<file path="config.mk">
export PLATFORM = sky130hd
export DESIGN_NAME = stcm_top
export DESIGN_NICKNAME = d
export VERILOG_FILES = /design/src/hw/stcm_pkg.sv /design/src/hw/stcm_route.sv /design/src/hw/stcm_top.sv
export SDC_FILE = /design/constraint.sdc
export NUM_CORES = 1
export LEC_CHECK = 0
export ABC_AREA = 1
export BUFFER_PORTS_ARGS = -buffer_cell sky130_fd_sc_hd__buf_2
export CAP_MARGIN = 0
export CORE_UTILIZATION = 54
export CTS_BUF_LIST = sky130_fd_sc_hd__clkbuf_8
export CTS_CLUSTER_DIAMETER = 50
export DETAILED_ROUTE_END_ITERATION = 12
export GPL_ROUTABILITY_DRIVEN = 0
export PLACE_DENSITY = 0.83
export REMOVE_ABC_BUFFERS = 1
export SETUP_SLACK_MARGIN = 0.2
export SKIP_LAST_GASP = 1
export SLEW_MARGIN = 20
export SYNTH_ARGS = -nofsm -noshare
export SYNTH_HDL_FRONTEND = slang
export SYNTH_SLANG_ARGS = --single-unit
</file>
<file path="constraint.sdc">
create_clock -name CLK -period 2.6 [get_ports CLK]
set_input_delay 0.39 -clock CLK [delete_from_list [all_inputs] [get_ports CLK]]
set_output_delay 0.39 -clock CLK [all_outputs]
set_load 0.05 [all_outputs]
</file>
<file path="src/hw/stcm_pkg.sv">
// Purpose: shared constants and types for the sync timer connection mux
// Assumes: 8-bit register port, word index addressing
// Notes:   offsets are register indices on the plain register port
package stcm_pkg;

	// ==========================================================
	// register map
	localparam logic [1:0] STCM_ADDR_CONN = 2'h0;
	localparam logic [1:0] STCM_ADDR_STC  = 2'h1;
	localparam logic [7:0] STCM_CONN_RST  = 8'h00;
	localparam logic [7:0] STCM_STC_RST   = 8'h00;

	// ==========================================================
	// connection control field positions
	localparam int STCM_SMOD_HI = 7;
	localparam int STCM_SMOD_LO = 6;
	localparam int STCM_CLAMP_MODE_SEL   = 5;
	localparam int STCM_VINV    = 4;
	localparam int STCM_MEAS_HI = 3;
	localparam int STCM_MEAS_LO = 2;
	localparam int STCM_HCINV   = 1;
	localparam int STCM_OUTINV  = 0;

	// ==========================================================
	// serial timer control field positions
	localparam int STCM_I2C_HI  = 7;
	localparam int STCM_I2C_LO  = 5;
	localparam int STCM_CONNOE  = 4;
	localparam int STCM_PWMEN   = 3;
	localparam int STCM_PWMSEL  = 2;
	localparam int STCM_ICK_HI  = 1;
	localparam int STCM_ICK_LO  = 0;

	// ==========================================================
	// mode encodings
	localparam logic [1:0] STCM_SYNC_NORMAL   = 2'h0;
	localparam logic [1:0] STCM_SYNC_SONG     = 2'h1;
	localparam logic [1:0] STCM_SYNC_COMPOS   = 2'h2;
	localparam logic [1:0] STCM_SYNC_SEPARATE = 2'h3;
	localparam logic [1:0] STCM_MEAS_NORMAL   = 2'h0;
	localparam logic [1:0] STCM_MEAS_VERT     = 2'h1;
	localparam logic [1:0] STCM_MEAS_HORZ     = 2'h2;
	localparam logic [1:0] STCM_MEAS_DIV      = 2'h3;

	// output pin function select
	typedef enum logic [1:0] {STCM_PIN_PORT, STCM_PIN_TIMER, STCM_PIN_CONN} stcm_pinfn_t;

	// sync pin levels from outside
	typedef struct packed {
		logic vsync;
		logic hsync;
		logic csync;
		logic spare;
	} stcm_syncin_t;

	// timer side signals into the mux
	typedef struct packed {
		logic frt_capture_pin;
		logic eight_bit_timer_one_clock_pin;
		logic eight_bit_timer_one_reset_pin;
		logic eight_bit_timer_one_out;
		logic eight_bit_timer_x_out;
		logic frt_out_b;
		logic clamp_wave_1;
		logic clamp_wave_2;
		logic pwm_decode_result;
		logic frt_outb_enable;
		logic eight_bit_timer_one_out_sel_nz;
		logic eight_bit_timer_x_out_sel_nz;
	} stcm_tmrin_t;

	// routed timer inputs
	typedef struct packed {
		logic frt_capture_input;
		logic eight_bit_timer_one_clock_input;
		logic eight_bit_timer_one_reset_input;
	} stcm_tmrout_t;

	// one output pin: level plus function select
	typedef struct packed {
		logic        level;
		stcm_pinfn_t fn;
	} stcm_pin_t;

	typedef struct packed {
		stcm_pin_t vsync_o;
		stcm_pin_t hsync_o;
		stcm_pin_t clamp_o;
	} stcm_pins_t;

	// serial and timer control fields forwarded
	typedef struct packed {
		logic [2:0] i2c_mode;
		logic       pwm_clk_enable;
		logic       pwm_clk_sel;
		logic [1:0] tmr_int_clk_sel;
	} stcm_ctlout_t;

	// route-module state
	typedef struct packed {
		stcm_tmrout_t tmr;
		stcm_pins_t   pins;
	} stcm_route_t;

	// pure invert helper
	function automatic logic stcm_inv(input logic lvl, input logic inv);
		stcm_inv = lvl ^ inv;
	endfunction

endpackage

</file>
<file path="src/hw/stcm_route.sv">
// Purpose: registered routing of sync signals to timers and pins
// Assumes: inputs already synchronised to CLK
// Notes:   one cycle of latency from input or control to output
`timescale 1ns/1ps
module stcm_route
(
	// clock and reset
	input  wire logic                  clk,
	input  wire logic                  rst_n,
	// control registers
	input  wire logic [7:0]            conn_ctl,
	input  wire logic [7:0]            stc_ctl,
	// sources
	input  wire stcm_pkg::stcm_syncin_t sync_in,
	input  wire stcm_pkg::stcm_tmrin_t  tmr_in,
	// results
	output stcm_pkg::stcm_route_t       route
);
	import stcm_pkg::*;

	stcm_route_t route_r;
	stcm_route_t route_nxt;
	logic [1:0]  smod;
	logic [1:0]  meas;
	logic        vin;
	logic        hin;
	logic        cin;
	logic        internal_horizontal_input;
	logic        internal_horizontal_output;
	logic        iv;
	logic        oe;

	// ==========================================================
	// combinational routing
	always_comb
	begin
		route_nxt = route_r;
		smod = conn_ctl[STCM_SMOD_HI:STCM_SMOD_LO];
		meas = conn_ctl[STCM_MEAS_HI:STCM_MEAS_LO];
		oe   = stc_ctl[STCM_CONNOE];
		vin  = stcm_inv(sync_in.vsync, conn_ctl[STCM_VINV]);
		hin  = stcm_inv(sync_in.hsync, conn_ctl[STCM_HCINV]);
		cin  = stcm_inv(sync_in.csync, conn_ctl[STCM_HCINV]);
		// sync source selection
		case (smod)
			STCM_SYNC_NORMAL:
			begin
				internal_horizontal_input = sync_in.spare;
				internal_horizontal_output = internal_horizontal_input;
				iv  = vin;
			end
			STCM_SYNC_SONG:
			begin
				internal_horizontal_input = cin;
				internal_horizontal_output = tmr_in.clamp_wave_1;
				iv  = tmr_in.pwm_decode_result;
			end
			STCM_SYNC_COMPOS:
			begin
				internal_horizontal_input = hin;
				internal_horizontal_output = tmr_in.clamp_wave_1;
				iv  = tmr_in.pwm_decode_result;
			end
			default:
			begin
				internal_horizontal_input = hin;
				internal_horizontal_output = internal_horizontal_input;
				iv  = vin;
			end
		endcase
		// measurement connection
		if (meas == STCM_MEAS_NORMAL)
		begin
			route_nxt.tmr.frt_capture_input = tmr_in.frt_capture_pin;
			route_nxt.tmr.eight_bit_timer_one_clock_input  = tmr_in.eight_bit_timer_one_clock_pin;
			route_nxt.tmr.eight_bit_timer_one_reset_input  = tmr_in.eight_bit_timer_one_reset_pin;
		end
		else
		begin
			route_nxt.tmr.eight_bit_timer_one_clock_input = internal_horizontal_input;
			route_nxt.tmr.eight_bit_timer_one_reset_input = iv;
			case (meas)
				STCM_MEAS_VERT: route_nxt.tmr.frt_capture_input = iv;
				STCM_MEAS_HORZ: route_nxt.tmr.frt_capture_input = internal_horizontal_input;
				default:        route_nxt.tmr.frt_capture_input = tmr_in.eight_bit_timer_one_out;
			endcase
		end
		// vertical sync, horizontal sync and clamp output pins
		if (oe)
		begin
			route_nxt.pins.vsync_o.fn    = STCM_PIN_CONN;
			route_nxt.pins.vsync_o.level = stcm_inv(iv, conn_ctl[STCM_OUTINV]);
			route_nxt.pins.hsync_o.fn    = STCM_PIN_CONN;
			route_nxt.pins.hsync_o.level = stcm_inv(internal_horizontal_output, conn_ctl[STCM_OUTINV]);
			route_nxt.pins.clamp_o.fn    = STCM_PIN_CONN;
			route_nxt.pins.clamp_o.level = conn_ctl[STCM_CLAMP_MODE_SEL] ? tmr_in.clamp_wave_2
				: tmr_in.clamp_wave_1;
		end
		else
		begin
			route_nxt.pins.vsync_o.fn    = tmr_in.frt_outb_enable ? STCM_PIN_TIMER
				: STCM_PIN_PORT;
			route_nxt.pins.vsync_o.level = tmr_in.frt_outb_enable & tmr_in.frt_out_b;
			route_nxt.pins.hsync_o.fn    = tmr_in.eight_bit_timer_one_out_sel_nz ? STCM_PIN_TIMER
				: STCM_PIN_PORT;
			route_nxt.pins.hsync_o.level = tmr_in.eight_bit_timer_one_out_sel_nz & tmr_in.eight_bit_timer_one_out;
			route_nxt.pins.clamp_o.fn    = tmr_in.eight_bit_timer_x_out_sel_nz ? STCM_PIN_TIMER
				: STCM_PIN_PORT;
			route_nxt.pins.clamp_o.level = tmr_in.eight_bit_timer_x_out_sel_nz & tmr_in.eight_bit_timer_x_out;
		end
	end

	// state register
	always_ff @(posedge clk or negedge rst_n)
	begin
		if (!rst_n)
			route_r <= '0;
		else
			route_r <= route_nxt;
	end

	assign route = route_r;

endmodule

</file>
<file path="src/hw/stcm_top.sv">
// Purpose: sync timer connection mux with its two control registers
// Assumes: pins and timer levels arrive asynchronous; register port on CLK
// Notes:   every output is a flip-flop; pin functions encoded per stcm_pinfn_t
//
// What this block does
// - modes 00/11: horizontal from spare/hsync input, vertical from vsync input
// - modes 01/10: horizontal from csync/hsync; output clamp 1; vertical decode
// - measurement 00 passes capture, clock and reset pins straight through
// - measurement 01/10/11: timer clock horizontal, reset vertical, capture varies
// - vin_invert inverts vertical sync pin level
// - hcin_invert inverts horizontal and composite pins, spare never
// - sync_out_invert inverts vertical and horizontal sync outputs
// - connection control clears on reset and standby, fully read/write
// - serial timer control clears on reset, fully read/write
// - conn_out_enable hands three pins to connection outputs
// - vertical pin: port, timer out b, or vertical signal
// - horizontal pin: port, timer one out, or horizontal output
// - clamp pin: port, timer x out, or clamp wave by clamp_mode_sel
// - present timer internal clock select field to the 8-bit timers
// - forward i2c mode and pwm clock bits
// - clamp waves arrive as inputs from the timer logic
// - pwm decode result arrives as an input from the decoder
//
// Design decisions made here: the register addresses and strobed register access.
`timescale 1ns/1ps
module stcm_top
(
	// clock and reset
	input  wire logic                  CLK,
	input  wire logic                  RSTN,
	// standby entry level
	input  wire logic                  STANDBY,
	// register port
	input  wire logic [1:0]            ADDR,
	input  wire logic [7:0]            WDATA,
	input  wire logic                  WR,
	input  wire logic                  RD,
	output logic [7:0]                 RDATA,
	// sync pins
	input  wire stcm_pkg::stcm_syncin_t SYNC_IN,
	// timer side sources
	input  wire stcm_pkg::stcm_tmrin_t  TMR_IN,
	// routed timer inputs and pins
	output stcm_pkg::stcm_tmrout_t      TMR_OUT,
	output stcm_pkg::stcm_pins_t        PINS,
	// forwarded control fields
	output stcm_pkg::stcm_ctlout_t      CTL_OUT
);
	import stcm_pkg::*;

	// all top state apart from the reset synchroniser
	typedef struct packed {
		stcm_syncin_t sync_m;
		stcm_syncin_t sync_s;
		stcm_tmrin_t  tmr_m;
		stcm_tmrin_t  tmr_s;
		logic [1:0]   stby_s;
		logic [7:0]   conn;
		logic [7:0]   stc;
		logic [7:0]   rdata;
		stcm_ctlout_t ctl;
	} stcm_state_t;

	stcm_state_t st_r;
	stcm_state_t st_nxt;
	stcm_route_t route;
	logic [1:0]  rst_sync_r;
	logic        rst_n;

	// ==========================================================
	// reset release through two flops, kept apart from the state word
	// since it runs on the raw reset while the rest runs on its copy
	always_ff @(posedge CLK or negedge RSTN)
	begin
		if (!RSTN)
			rst_sync_r <= 2'h0;
		else
			rst_sync_r <= {rst_sync_r[0], 1'b1};
	end

	assign rst_n = rst_sync_r[1];

	// ==========================================================
	// next state
	always_comb
	begin
		st_nxt          = st_r;
		// two stage input synchronisers
		st_nxt.sync_m = SYNC_IN;
		st_nxt.sync_s = st_r.sync_m;
		st_nxt.tmr_m  = TMR_IN;
		st_nxt.tmr_s  = st_r.tmr_m;
		st_nxt.stby_s = {st_r.stby_s[0], STANDBY};
		// register writes
		if (WR && ADDR == STCM_ADDR_CONN)
			st_nxt.conn = WDATA;
		if (WR && ADDR == STCM_ADDR_STC)
			st_nxt.stc = WDATA;
		if (st_r.stby_s[1])
			st_nxt.conn = STCM_CONN_RST;
		// read data, zero for unmapped or idle
		st_nxt.rdata = 8'h00;
		if (RD)
		begin
			case (ADDR)
				STCM_ADDR_CONN: st_nxt.rdata = st_r.conn;
				STCM_ADDR_STC:  st_nxt.rdata = st_r.stc;
				default:        st_nxt.rdata = 8'h00;
			endcase
		end
		// forwarded control fields
		st_nxt.ctl.i2c_mode        = st_r.stc[STCM_I2C_HI:STCM_I2C_LO];
		st_nxt.ctl.pwm_clk_enable  = st_r.stc[STCM_PWMEN];
		st_nxt.ctl.pwm_clk_sel     = st_r.stc[STCM_PWMSEL];
		st_nxt.ctl.tmr_int_clk_sel = st_r.stc[STCM_ICK_HI:STCM_ICK_LO];
	end

	// ==========================================================
	// state register on internal reset
	always_ff @(posedge CLK or negedge rst_n)
	begin
		if (!rst_n)
		begin
			st_r.sync_m <= '0;
			st_r.sync_s <= '0;
			st_r.tmr_m  <= '0;
			st_r.tmr_s  <= '0;
			st_r.stby_s <= 2'h0;
			st_r.conn   <= STCM_CONN_RST;
			st_r.stc    <= STCM_STC_RST;
			st_r.rdata  <= 8'h00;
			st_r.ctl    <= '0;
		end
		else
		begin
			st_r.sync_m <= st_nxt.sync_m;
			st_r.sync_s <= st_nxt.sync_s;
			st_r.tmr_m  <= st_nxt.tmr_m;
			st_r.tmr_s  <= st_nxt.tmr_s;
			st_r.stby_s <= st_nxt.stby_s;
			st_r.conn   <= st_nxt.conn;
			st_r.stc    <= st_nxt.stc;
			st_r.rdata  <= st_nxt.rdata;
			st_r.ctl    <= st_nxt.ctl;
		end
	end

	// ==========================================================
	// routing datapath
	stcm_route u_route
	(
		.clk      (CLK),
		.rst_n    (rst_n),
		.conn_ctl (st_r.conn),
		.stc_ctl  (st_r.stc),
		.sync_in  (st_r.sync_s),
		.tmr_in   (st_r.tmr_s),
		.route    (route)
	);

	// outputs straight from flops
	assign RDATA   = st_r.rdata;
	assign TMR_OUT = route.tmr;
	assign PINS    = route.pins;
	assign CTL_OUT = st_r.ctl;

endmodule

</file>
==> results.toml <==
[yosys]
synth_edf_count = 0
yosysWarningCount = 0
ys_seq_area_share_pct = 69.9
syn_inst = 228
ys_seq_elements = 77
synth_common_cells = "77 x dfrtp_1, 45 x nand2_1, 23 x inv_1"
async_flop_share_pct = 100
synth_area_leaders = "dfrtp_1 70%, nand2_1 6.1%, buf_4 4.6%"
synth_area_sq_mm = 0.00276
syn_avg_cell_area_sq_um = 12.1
synth_top_area_share_pct = 69.9
yosysMostFrequentCell = "dfrtp_1"
synthFlopType = "dfrtp_1"
ys_types = 23
yosysTopAreaCell = "dfrtp_1"

[finish]
register_area_sq_mm = 0.00193
final_area_sq_mm = 0.00322
fin_nets = 316
area_growth_pct = 17.0
fillers = 390
antenna_cells = 0
fin_util_pct = 66.9
drive_gt1_share_pct = 31.7
multiInputGateArea_sq_um = 592
fin_cells = 351

[placement]
placedCellCount = 334
place_area_sq_mm = 0.00299
dp_hpwl_um = 2560
post-place-ws_ns = 1.11
io_buffers = 57

[power]
powerDensity_mw_per_mm2 = 832
p_leak_nw = 1.64
fin_total_pwr_mw = 2.68
ir_worst_vdd_mv = 0.397

[global_routing]
grt_first_pass_wirelength_um = 6560
grt_pass1_vias = 1504
grt_max_degree = 76
grt.overflow.total = 0
antenna_found_initial = 0
track_usage_pct = 17.3

[cts]
clk_path_buf_depth = 2
postCtsSetupBuffers = 0
tritoncts = "yes"
numCtsBuffers = 9
cts_sinks = 77
cts.reportedPaths.clkPinSlew_ns = 0.07
clk_latency_ns = 0.35
htreeDepth = 3
ctsRootBufferMaster = "clkbuf_8"

[floorplan]
dieArea_sq_mm = 0.00539
rows = 25
core_area_sq_mm = 0.00482
start_util_pct = 57.2
fp.dieH_um = 73.4
ios = 58
die_w_um = 73.4

[timing]
holdWs_ns = 0.147
setup_violations = 0
post-route-period-util_pct = 57.4
max_clock_freq_mhz = 670
fin_crit_ns = 1.49
hold_viol_final = 0
worst_slack_ns = 1.11
fin_setup_tns_ns = 0
rsz0062_at_grt = "false"
relSlewSlack_pct = 40.3
skew_ns = 0.00600
tightest_slew_ns = 0.895
slew_violations = 0

[setup_path]
cp.required_ns = 2.84
startpoint_type = "register"
worstSetupPathType = "reg2reg"
worst-path-max-fanout = 4
worst_setup_path_end_kind = "register"
crit_arrival_ns = 1.73

[detailed_routing]
vias_per_cell = 4.62
drc = 0
via_count = 1620
wirelength_um = 3950
wire_per_inst_um = 11.2
drt-initial-drc-count = 73
dr.pass1.iters = 4
ant_nets = 0

[hold_path]
hold_class = "in2reg"

[status]
status = "finished, final reports clean"

[job]
maxCapViolCount = 0
## cell families after synthesis
| logic type | Yosys count | share of synthesized area (%) |
|---|---|---|
| buffers and inverters | 44 | 8.58 |
| other | 1 | 0.136 |
| muxes | 1 | 0.409 |
| adders and majority gates | 6 | 2.72 |
| DFF | 77 | 69.9 |
| and+or+nand+nor | 67 | 10.9 |
| AOI/OAI and AO/OA | 32 | 7.27 |
## power breakdown
group          leakage, nW  internal [mW]  switching, mW
Sequential           0.949           1.29         0.0618
Combinational        0.575         0.0894          0.255
Clock                0.121          0.586          0.400
## layout by cell type (no fill, tap or decap), drive strengths merged
cell	count
nand3	7
ha	6
dlygate4sd3	1
nor2	9
mux2	1
nand3b	1
buf	57
conb	1
clkbuf	11
o21ai	14
inv	26
clkinv	3
bufinv	2
nand2	48
or2	2
a21oi	10
dfrtp	77
o22ai	8
## per-layer routing
layer	vias to the layer above	global-route usage (%)	share of wire (%)
met5	-	0	0
met4	0	8.97	1.9
met3	8	8.09	6.7
met2	50	26.4	48
met1	760	20.5	44
li1	802	-	-
## final cells by class
cell class	instances	area share, %
clock buffers	11	4.70
clock inverters	5	2.29
inverters	26	3.03
multi-input cells	107	18.4
flip-flops and latches	77	59.9
well taps	67	2.60
repair buffers	58	9.16
## registers in the layout, summed over array words and instances, names as in the netlist
name           cells
u_route.route     10
RDATA              8
st_r              26
CTL_OUT            7
rst_sync_r         2
st_nxt            24
## final timing paths
kind / startpoint / cells after the start / end / slack [ns]
hold / removal: TMR_IN[0] / 1 / st_nxt[33] / 0.15
min in group asynchronous: RSTN / 2 / rst_sync_r[1] / 0.36
setup reg to reg: st_r[29] / 10 / u_route.route[11] / 1.11
hold reg to reg: st_nxt[37] / 0 / st_r[37] / 0.35
max in group asynchronous: rst_sync_r[1] / 0 / st_nxt[58] / 1.56
setup / recovery: st_r[29] / 10 / u_route.route[11] / 1.11
## critical path, stage by stage, from the launching register on
cell and delay (ns):
dfrtp_1 0.40, inv_1 0.08, ha_1 0.30, inv_1 0.05
or2_1 0.23, nand3_1 0.09, nand2_1 0.06, clkinv_1 0.04
nand2_1 0.04, nand2_1 0.05, nand2_1 0.04
## timing repair
action,in CTS,in global routing
gates resized for setup,0,0
hold buffers,1,0
hold endpoints to repair,2,0
No activity file was read; power rests on OpenSTA's default activity.
